`src/hw/cpusc_regs.svh`:
```
`ifndef CPUSC_REGS_SVH
`define CPUSC_REGS_SVH
// Register byte offsets
`define CPUSC_STATUS_OFS 8'h00
`define CPUSC_CORE_OFS 8'h04
`define CPUSC_TRAP_OFS 8'h08
// Status flag field positions
`define CPUSC_ST_SA 13
`define CPUSC_ST_SAB 10
`define CPUSC_ST_DC 8
`define CPUSC_ST_IPL_HI 7
`define CPUSC_ST_IPL_LO 5
`define CPUSC_ST_N 3
`define CPUSC_ST_OV 2
`define CPUSC_ST_Z 1
`define CPUSC_ST_C 0
`define CPUSC_ST_SB 12
// Core control field positions
`define CPUSC_CO_EDT 11
`define CPUSC_CO_CPU_PRIORITY_MSB 3
`define CPUSC_CO_US 12
`define CPUSC_CO_ACC_A_CLIP_ENABLE 7
`define CPUSC_CO_ACC_B_CLIP_ENABLE 6
`define CPUSC_CO_STORE_CLIP_ENABLE 5
`define CPUSC_CO_SUPER_CLIP_MODE 4
`define CPUSC_CO_PSV 2
`define CPUSC_CO_RND 1
`define CPUSC_CO_IF 0
// Trap control field position
`define CPUSC_TR_NESTING_DISABLE 15
// Reset values and masks
`define CPUSC_CORE_RESET 16'h0020
`define CPUSC_CORE_WMASK 16'h10f7
`define CPUSC_DEPTH_MAX 3'h7
`define CPUSC_IPL_MASKED 3'h7
`endif

```
`src/hw/cpusc_pkg.sv`:
```
package cpusc_pkg;
    // ALU operation codes
    typedef enum logic [2:0] {
        ALU_ADD = 3'b000,
        ALU_SUB = 3'b001,
        ALU_ADDC = 3'b010,
        ALU_SUBB = 3'b011,
        ALU_AND = 3'b100,
        ALU_IOR = 3'b101,
        ALU_XOR = 3'b110
    } cpusc_aluop_type;
    // Bus slave data phase states
    typedef enum logic [1:0] {
        BUS_IDLE = 2'b00,
        BUS_WRITE = 2'b01,
        BUS_RDWAIT = 2'b10,
        BUS_RDDONE = 2'b11
    } cpusc_bus_type;
endpackage : cpusc_pkg

```
`src/hw/cpusc_alu_if.sv`:
```
`timescale 1ns/10ps
interface cpusc_alu_if;
    import cpusc_pkg::*;
    cpusc_aluop_type op;
    logic byteMode;
    logic [15:0] opA;
    logic [15:0] opB;
    logic carryIn;
    logic [15:0] result;
    logic carryOut;
    logic nibbleCarry;
    logic overflow;
    logic negative;
    logic zero;
    logic arith;
    modport core (output op, byteMode, opA, opB, carryIn,
        input result, carryOut, nibbleCarry, overflow, negative, zero, arith);
    modport unit (input op, byteMode, opA, opB, carryIn,
        output result, carryOut, nibbleCarry, overflow, negative, zero, arith);
endinterface : cpusc_alu_if

```
`src/hw/cpusc_alu.sv`:
```
`timescale 1ns/10ps
module cpusc_alu
    import cpusc_pkg::*;
(
    cpusc_alu_if.unit alu
);
    logic [15:0] bIn;
    logic cin;
    logic [16:0] sumW;
    logic [8:0] sumB;
    logic [4:0] sumN;
    logic [15:0] res;
    logic msbA;
    logic msbB;
    logic msbR;

    ////////////////////////////////////////////////////////////////////////
    // 16-bit or byte-mode 8-bit two's complement
    // Subtraction adds the complement, so carry out means no borrow
    always_comb
    begin
        bIn = (alu.op == ALU_SUB || alu.op == ALU_SUBB) ? ~alu.opB : alu.opB;
        unique case (alu.op)
            ALU_SUB: cin = 1'b1;
            ALU_ADDC, ALU_SUBB: cin = alu.carryIn;
            default: cin = 1'b0;
        endcase
        sumW = {1'b0, alu.opA} + {1'b0, bIn} + {16'h0000, cin};
        sumB = {1'b0, alu.opA[7:0]} + {1'b0, bIn[7:0]} + {8'h00, cin};
        sumN = {1'b0, alu.opA[3:0]} + {1'b0, bIn[3:0]} + {4'h0, cin};
        unique case (alu.op)
            ALU_AND: res = alu.opA & alu.opB;
            ALU_IOR: res = alu.opA | alu.opB;
            ALU_XOR: res = alu.opA ^ alu.opB;
            default: res = sumW[15:0];
        endcase
        // Byte results keep the upper byte clear
        if (alu.byteMode)
            res = {8'h00, res[7:0]};
        msbA = alu.byteMode ? alu.opA[7] : alu.opA[15];
        msbB = alu.byteMode ? bIn[7] : bIn[15];
        msbR = alu.byteMode ? res[7] : res[15];
    end

    ////////////////////////////////////////////////////////////////////////
    // Flag outputs of the operation
    assign alu.result = res;
    assign alu.arith = !(alu.op inside {ALU_AND, ALU_IOR, ALU_XOR});
    assign alu.carryOut = alu.byteMode ? sumB[8] : sumW[16];
    assign alu.nibbleCarry = alu.byteMode ? sumN[4] : sumB[8];
    assign alu.overflow = (msbA == msbB) && (msbR != msbA);
    assign alu.negative = msbR;
    assign alu.zero = (res == 16'h0000);
endmodule : cpusc_alu

```
`src/hw/cpusc_status_core.sv`:
```
`timescale 1ns/10ps
`include "cpusc_regs.svh"
module cpusc_status_core
    import cpusc_pkg::*;
(
    input wire logic clk,
    input wire logic resetn,
    input wire logic hsel,
    input wire logic [31:0] haddr,
    input wire logic [1:0] htrans,
    input wire logic hwrite,
    input wire logic [2:0] hsize,
    input wire logic [31:0] hwdata,
    input wire logic hready,
    output logic [31:0] hrdata,
    output logic hreadyout,
    output logic hresp,
    input wire logic aluStart,
    input wire cpusc_aluop_type aluOp,
    input wire logic aluByteMode,
    input wire logic [15:0] aluOperandA,
    input wire logic [15:0] aluOperandB,
    output logic [15:0] aluResult,
    input wire logic dspUpdateA,
    input wire logic dspGuardA,
    input wire logic dspSaturateA,
    input wire logic dspUpdateB,
    input wire logic dspGuardB,
    input wire logic dspSaturateB,
    input wire logic doLoopStart,
    input wire logic doLoopEnd,
    input wire logic repeatLoopBusy,
    input wire logic priorityLoad,
    input wire logic [3:0] priorityValue,
    output logic doLoopEarlyExit,
    output logic [3:0] cpuPriorityLevel,
    output logic userIntDisable,
    output logic unsignedMultiplySel,
    output logic accAClipEnable,
    output logic accBClipEnable,
    output logic storeClipEnable,
    output logic superClipMode,
    output logic programWindowEnable,
    output logic roundingSelect,
    output logic integerMultiplySel
);
    cpusc_alu_if aluBus();
    cpusc_bus_type busState, next_busState;
    logic [7:0] addrQ, next_addrQ;
    logic [31:0] next_hrdata;
    logic accept, wrStatus, wrCore, wrTrap;
    logic [15:0] wd;
    // Status flags
    logic accAGuard, accBGuard, accAClip, accBClip;
    logic nibbleCarry, signedWrap, negFlag, zeroFlag, carryFlag;
    logic [2:0] priorityLow;
    logic next_accAGuard, next_accBGuard, next_accAClip, next_accBClip;
    logic next_nibbleCarry, next_signedWrap, next_negFlag;
    logic next_zeroFlag, next_carryFlag;
    logic [2:0] next_priorityLow;
    // Core control and trap control state
    logic [15:0] coreCfg, next_coreCfg;
    logic priorityMsb, next_priorityMsb;
    logic [2:0] doDepth, next_doDepth;
    logic next_doLoopEarlyExit;
    logic nestingDisable, next_nestingDisable;
    logic [15:0] next_aluResult;
    logic [15:0] statusView, coreView;

    cpusc_alu aluUnit (
        .alu (aluBus.unit)
    );

    ////////////////////////////////////////////////////////////////////////
    // Operands to the ALU; carry in comes from the stored carry flag
    assign aluBus.op = aluOp;
    assign aluBus.byteMode = aluByteMode;
    assign aluBus.opA = aluOperandA;
    assign aluBus.opB = aluOperandB;
    assign aluBus.carryIn = carryFlag;

    ////////////////////////////////////////////////////////////////////////
    // Bus slave: writes take no wait state, reads one so hrdata is a flop
    assign accept = hsel && htrans[1] && hready;
    assign wd = hwdata[15:0];
    assign wrStatus = (busState == BUS_WRITE) && (addrQ == `CPUSC_STATUS_OFS);
    assign wrCore = (busState == BUS_WRITE) && (addrQ == `CPUSC_CORE_OFS);
    assign wrTrap = (busState == BUS_WRITE) && (addrQ == `CPUSC_TRAP_OFS);
    assign hreadyout = (busState != BUS_RDWAIT);
    assign hresp = 1'b0;

    // Readback views of both registers
    always_comb
    begin
        statusView = {accAGuard, accBGuard, accAClip, accBClip,
            accAGuard | accBGuard, accAClip | accBClip, doDepth != 3'h0,
            nibbleCarry, priorityLow, repeatLoopBusy, negFlag, signedWrap,
            zeroFlag, carryFlag};
        coreView = {3'b000, coreCfg[`CPUSC_CO_US], 1'b0, doDepth,
            coreCfg[7:4], priorityMsb, coreCfg[2:0]};
    end

    // Next bus state and read data
    always_comb
    begin
        next_busState = BUS_IDLE;
        next_addrQ = addrQ;
        next_hrdata = hrdata;
        if (busState == BUS_RDWAIT)
        begin
            next_busState = BUS_RDDONE;
            // Unmapped addresses read zero
            unique case (addrQ)
                `CPUSC_STATUS_OFS: next_hrdata = {16'h0000, statusView};
                `CPUSC_CORE_OFS: next_hrdata = {16'h0000, coreView};
                `CPUSC_TRAP_OFS: next_hrdata = {16'h0000, nestingDisable,
                    15'h0000};
                default: next_hrdata = 32'h00000000;
            endcase
        end
        else if (accept)
        begin
            next_busState = hwrite ? BUS_WRITE : BUS_RDWAIT;
            next_addrQ = haddr[7:0];
        end
    end

    always_ff @(posedge clk or negedge resetn)
    begin
        if (!resetn)
        begin
            busState <= BUS_IDLE;
            addrQ <= 8'h00;
            hrdata <= 32'h00000000;
        end
        else
        begin
            busState <= next_busState;
            addrQ <= next_addrQ;
            hrdata <= next_hrdata;
        end
    end

    ////////////////////////////////////////////////////////////////////////
    // Status flags: software write first, hardware events override it,
    // so an event in the cycle of a clear is never lost
    always_comb
    begin
        next_accAGuard = accAGuard;
        next_accBGuard = accBGuard;
        next_accAClip = accAClip;
        next_accBClip = accBClip;
        next_nibbleCarry = nibbleCarry;
        next_signedWrap = signedWrap;
        next_negFlag = negFlag;
        next_zeroFlag = zeroFlag;
        next_carryFlag = carryFlag;
        next_priorityLow = priorityLow;
        next_aluResult = aluResult;
        if (wrStatus)
        begin
            next_accAClip = accAClip && wd[`CPUSC_ST_SA] && wd[`CPUSC_ST_SAB];
            next_accBClip = accBClip && wd[`CPUSC_ST_SB] && wd[`CPUSC_ST_SAB];
            next_nibbleCarry = wd[`CPUSC_ST_DC];
            next_negFlag = wd[`CPUSC_ST_N];
            next_signedWrap = wd[`CPUSC_ST_OV];
            next_zeroFlag = wd[`CPUSC_ST_Z];
            next_carryFlag = wd[`CPUSC_ST_C];
            if (!nestingDisable)
                next_priorityLow = wd[`CPUSC_ST_IPL_HI:`CPUSC_ST_IPL_LO];
        end
        if (aluStart)
        begin
            next_aluResult = aluBus.result;
            next_negFlag = aluBus.negative;
            if (aluOp == ALU_ADDC || aluOp == ALU_SUBB)
                next_zeroFlag = zeroFlag && aluBus.zero;
            else
                next_zeroFlag = aluBus.zero;
            // Logic operations leave the carry family untouched
            if (aluBus.arith)
            begin
                next_carryFlag = aluBus.carryOut;
                next_nibbleCarry = aluBus.nibbleCarry;
                next_signedWrap = aluBus.overflow;
            end
        end
        if (dspUpdateA)
        begin
            next_accAGuard = dspGuardA;
            next_accAClip = next_accAClip || dspSaturateA;
        end
        if (dspUpdateB)
        begin
            next_accBGuard = dspGuardB;
            next_accBClip = next_accBClip || dspSaturateB;
        end
        if (priorityLoad)
            next_priorityLow = priorityValue[2:0];
    end

    always_ff @(posedge clk or negedge resetn)
    begin
        if (!resetn)
        begin
            accAGuard <= 1'b0;
            accBGuard <= 1'b0;
            accAClip <= 1'b0;
            accBClip <= 1'b0;
            nibbleCarry <= 1'b0;
            signedWrap <= 1'b0;
            negFlag <= 1'b0;
            zeroFlag <= 1'b0;
            carryFlag <= 1'b0;
            priorityLow <= 3'h0;
            aluResult <= 16'h0000;
        end
        else
        begin
            accAGuard <= next_accAGuard;
            accBGuard <= next_accBGuard;
            accAClip <= next_accAClip;
            accBClip <= next_accBClip;
            nibbleCarry <= next_nibbleCarry;
            signedWrap <= next_signedWrap;
            negFlag <= next_negFlag;
            zeroFlag <= next_zeroFlag;
            carryFlag <= next_carryFlag;
            priorityLow <= next_priorityLow;
            aluResult <= next_aluResult;
        end
    end

    ////////////////////////////////////////////////////////////////////////
    // Core control, nesting depth, early exit and trap control
    always_comb
    begin
        next_coreCfg = coreCfg;
        next_priorityMsb = priorityMsb;
        next_doDepth = doDepth;
        next_doLoopEarlyExit = doLoopEarlyExit;
        next_nestingDisable = nestingDisable;
        if (wrTrap)
            next_nestingDisable = wd[`CPUSC_TR_NESTING_DISABLE];
        if (wrCore)
        begin
            next_coreCfg = wd & `CPUSC_CORE_WMASK;
            next_priorityMsb = priorityMsb && wd[`CPUSC_CO_CPU_PRIORITY_MSB];
            if (wd[`CPUSC_CO_EDT] && doDepth != 3'h0)
                next_doLoopEarlyExit = 1'b1;
        end
        if (priorityLoad)
            next_priorityMsb = priorityValue[3];
        if (doLoopStart && !doLoopEnd && doDepth != `CPUSC_DEPTH_MAX)
            next_doDepth = doDepth + 3'h1;
        else if (doLoopEnd && !doLoopStart && doDepth != 3'h0)
            next_doDepth = doDepth - 3'h1;
        // The request ends with the iteration that closes the loop
        if (doLoopEnd)
            next_doLoopEarlyExit = 1'b0;
    end

    always_ff @(posedge clk or negedge resetn)
    begin
        if (!resetn)
        begin
            coreCfg <= `CPUSC_CORE_RESET;
            priorityMsb <= 1'b0;
            doDepth <= 3'h0;
            doLoopEarlyExit <= 1'b0;
            nestingDisable <= 1'b0;
        end
        else
        begin
            coreCfg <= next_coreCfg;
            priorityMsb <= next_priorityMsb;
            doDepth <= next_doDepth;
            doLoopEarlyExit <= next_doLoopEarlyExit;
            nestingDisable <= next_nestingDisable;
        end
    end

    ////////////////////////////////////////////////////////////////////////
    // Mode outputs to the DSP engine and the interrupt logic
    // priority and masking
    assign cpuPriorityLevel = {priorityMsb, priorityLow};
    assign userIntDisable = priorityMsb || priorityLow == `CPUSC_IPL_MASKED;
    assign unsignedMultiplySel = coreCfg[`CPUSC_CO_US];
    assign accAClipEnable = coreCfg[`CPUSC_CO_ACC_A_CLIP_ENABLE];
    assign accBClipEnable = coreCfg[`CPUSC_CO_ACC_B_CLIP_ENABLE];
    assign storeClipEnable = coreCfg[`CPUSC_CO_STORE_CLIP_ENABLE];
    assign superClipMode = coreCfg[`CPUSC_CO_SUPER_CLIP_MODE];
    assign programWindowEnable = coreCfg[`CPUSC_CO_PSV];
    assign roundingSelect = coreCfg[`CPUSC_CO_RND];
    assign integerMultiplySel = coreCfg[`CPUSC_CO_IF];
endmodule : cpusc_status_core

```
`config.mk`:
```
export PLATFORM = sky130hd
export DESIGN_NAME = cpusc_status_core
export DESIGN_NICKNAME = d
export VERILOG_FILES = /design/src/hw/cpusc_pkg.sv /design/src/hw/cpusc_alu_if.sv /design/src/hw/cpusc_alu.sv /design/src/hw/cpusc_status_core.sv
export VERILOG_INCLUDE_DIRS = /design/src /design/src/hw
export SDC_FILE = /design/constraint.sdc
export NUM_CORES = 1
export LEC_CHECK = 0
export BUFFER_PORTS_ARGS = -buffer_cell sky130_fd_sc_hd__buf_2
export CORE_ASPECT_RATIO = 1.75
export CORE_MARGIN = 10
export CORE_UTILIZATION = 47
export DETAILED_ROUTE_END_ITERATION = 8
export GPL_TIMING_DRIVEN = 0
export HOLD_SLACK_MARGIN = 0.12
export MAX_ROUTING_LAYER = met4
export PLACE_DENSITY = 0.79
export SLEW_MARGIN = 20
export SYNTH_ARGS = -nofsm -noshare
export SYNTH_HDL_FRONTEND = slang
export SYNTH_SLANG_ARGS = --single-unit
```
`constraint.sdc`:
```
create_clock -name clk -period 3 [get_ports clk]
set_input_delay 0.6 -clock clk [delete_from_list [all_inputs] [get_ports clk]]
set_output_delay 0.6 -clock clk [all_outputs]
set_load 0.05 [all_outputs]
```
==> qor.yml <==
place:
  port_buffers: 123
  dp_slack_ps: -1820
  hpwl_um: 14000
  placed_area_um2: 6490
  gp_congestion: 0.947
setup_path:
  cp_top_family: "simple AND/OR/NAND/NOR gates"
  crit_path_end: "zeroFlag"
  worstRegToRegCells: 12
  critPathArrivalTime_ps: 3970
  crit_fanout: 4
  crit_path_end_kind: "flop"
  r2r_end: "zeroFlag"
  reg2reg_from: "aluBus.carryIn"
  crit_path_start_kind: "primary input"
  rrSetupSlack_ps: -480
  critPathKind: "in -> reg"
  worst_path_max_delay_cell: "or4_4"
  worstPathRequired_ps: 3230
  startpoint: "aluOp[0]"
  crit_chain: "buf_12, clkbuf_16, nand2b_4, clkbuf_16, xnor2_4, fa_2, fa_2, buf_6, nand2b_4, a21oi_4, o311ai_1, nor4_1, nand4b_1, or4_4, o41ai_2"
  path_buf_inv: 4
  max_stage_delay_ps: 560
  cp.depth: 15
clocking:
  cts_hold_buf: 0
  cts_num_sinks: 68
  cts_buffer_depth: 2
  clockRootBuffer: "clkbuf_16"
  htree_levels: 3
  cts_buffers: 9
  clk_pin_slew_ps: 60
  clock_latency_ps: 330
  cts_tree: "done"
cells_and_area:
  nets: 970
  finalCoreUtilization_pct: 65.9
  n_antenna_cell: 0
  drive_above_1_share_pct: 39.6
  syn2layout_area_growth_pct: 38.4
  design_area_um2: 7580
run_status:
  outcome: "complete, but fails checks"
  violations: "setup timing"
die:
  core_um2: 11500
  die_h_um: 163
  rows: 52
  io_pins: 189
  dieWidth_um: 102
  dieArea_um2: 16500
  start_util_pct: 47.6
synthesis:
  ys_ff_latch: 68
  async_flop_share_pct: 100
  yosys_warnings: 0
  synth-main-ff-cell: "dfrtp_1"
  synth_area_um2: 5480
  syn_area_per_cell_um2: 8.97
  synth_area_leader_cell: "dfrtp_1"
  ys_types: 71
  synth.top_cell.area_share_pct: 30.6
  synth_area_leaders: "dfrtp_1 31%, ha_1 11%, mux2_2 8.6%"
  syn_inst: 611
  synth-seq-area-share_pct: 31.1
  synth_edf_count: 0
min_path:
  hp-class: "in -> async"
power_and_ir_drop:
  power.leakage_nw: 3.66
  p_total_mw: 4.46
  powerDensity_nw_per_um2: 588
  ir_drop_uv: 286
sta:
  min_period_ps: 3740
  post-route-period-util_pct: 125
  worst_slew_pin_slew_ps: 882
  setup_viol: 9
  slew_violations: 0
  worst_slack_ps: -739
  rsz0062_at_grt: "yes"
  timing_hold_violations_final: 0
  fin_skew_ps: 3.49
  fmax_mhz: 267
  relSlewSlack_pct: 41.0
global_route:
  grt_max_degree: 52
  antenna_found_initial: 0
  track_usage_pct: 22.2
  grt_remaining_overflow: 0
  grt_pass1_wl_um: 28100
  grt_pass1_vias: 5596
detailed_routing:
  num_vias: 5320
  route.detailed.drc: 0
  route.met2.wl_um: 10300
  wl_met1_um: 6170
  dr.max_layer_used: "met4"
  via_per_inst: 5.69
  drt_iter0_markers: 303
  routed-wl-met3_um: 952
  drt-pass1-iter-count: 5
  ant_nets: 0
  wl_um: 18400
  wl_per_cell_um: 19.6
run:
  maxCapViolations: 0
## stage by stage
stage / setup TNS (ps) / hold WS, ps / instances
floorplan: -5190 / 304 / 627
global placement: -17060 / 458 / 885
detailed placement: -18040 / 464 / 886
CTS: -3150 / 135 / 917
global route: -3540 / 147 / 935
finish: -3020 / 137 / 935
## cells in the final DEF, fill, tap and decap left out, types with 4 or more instances in the layout
master | netlist | final
mux2_4 | 0 | 6
a21o_1 | 5 | 5
o31ai_1 | 16 | 16
a31oi_1 | 9 | 7
xnor2_1 | 20 | 12
o22ai_1 | 4 | 4
buf_6 | 1 | 7
or2_2 | 6 | 6
a21oi_1 | 29 | 22
inv_1 | 36 | 36
o21ai_0 | 35 | 31
buf_4 | 19 | 53
conb_1 | 1 | 17
dfrtp_1 | 67 | 67
nor3_1 | 5 | 4
mux2i_1 | 26 | 26
nand2_1 | 64 | 62
clkbuf_1 | 27 | 19
nand3_1 | 11 | 10
ha_1 | 47 | 41
nand2b_1 | 9 | 6
xnor2_4 | 0 | 4
nor2_1 | 34 | 33
mux2_2 | 42 | 36
a21oi_2 | 1 | 5
nor2b_1 | 11 | 9
buf_2 | 6 | 124
buf_12 | 0 | 5
xnor2_2 | 0 | 4
clkbuf_16 | 0 | 11
## state kept, by name, summed over array words and instances, names as in the netlist, 2 cells and up
| signal | cells |
|---|---|
| busState | 2 |
| coreCfg | 8 |
| addrQ | 8 |
| aluResult | 16 |
| doDepth | 3 |
| hrdata | 16 |
| priorityLow | 3 |
## area by class of cell
cell class / instances / area, um^2
flip-flops and latches: 68 / 1700
well taps: 135 / 169
plain buffers: 48 / 338
inverters: 36 / 135
multi-input cells: 469 / 3890
fillers: 961 / 3930
repair buffers: 163 / 1010
clock inverters: 6 / 113
clock buffers: 10 / 229
## cells in the mapped netlist (all sizes together), types with 4 or more instances
cell,number
nor2b,11
or2,6
and2,4
nor4,4
buf,27
a31oi,9
dfrtp,67
ha,47
a21o,5
clkbuf,27
a21oi,30
o21ai,37
nor3,6
inv,36
mux2,43
xnor2,20
mux2i,26
nand2b,9
nor2,34
nand2,65
nand3,11
o22ai,4
o31ai,16
## worst min path at each step
stage               cells after the start             end  slack, ps
floorplan                               0        accAClip        300
global placement                        2      hrdata[12]        460
detailed placement                      2       hrdata[1]        460
CTS                                     1  nestingDisable        130
global route                            1        addrQ[0]        150
finish                                  1     busState[0]        140
## routing by layer
metal | vias to the layer above | global-route usage, %
li1 | 2506 | -
met3 | 56 | 3.44
met2 | 196 | 41.6
met5 | - | -
met1 | 2562 | 20.7
met4 | 0 | 12.0
## cells by family after synthesis
logic type,Yosys count,synth area share [%]
simple gates,171,15.2
compound gates,142,17.3
buf+inv,90,7.74
mux,69,13.6
flops,68,31.1
fa+ha+maj,50,11.8
xor+xnor,20,3.20
other cells,1,0.0684
## worst register-to-register path: stages (launching register included)
cell and delay, ps:
dfrtp_1 410, nand2_1 80, a21o_1 170, fa_2 350
fa_2 380, buf_6 130, nand2b_4 150, a21oi_4 210
o311ai_1 180, nor4_1 340, nand4b_1 220, or4_4 560
o41ai_2 200
## what timing repair did
item,CTS,global route
buffers inserted,18,21
pin swaps,21,23
endpoints found under the setup margin,17,14
resized for setup,44,55
## report_power, final
part | total (mW) | switching, mW | internal [mW] | leakage (nW)
logic | 2.02 | 1.26 | 0.767 | 2.65
clock network | 1.21 | 0.397 | 0.811 | 0.155
registers | 1.23 | 0.132 | 1.09 | 0.851
No activity file was read; power rests on OpenSTA's default activity.
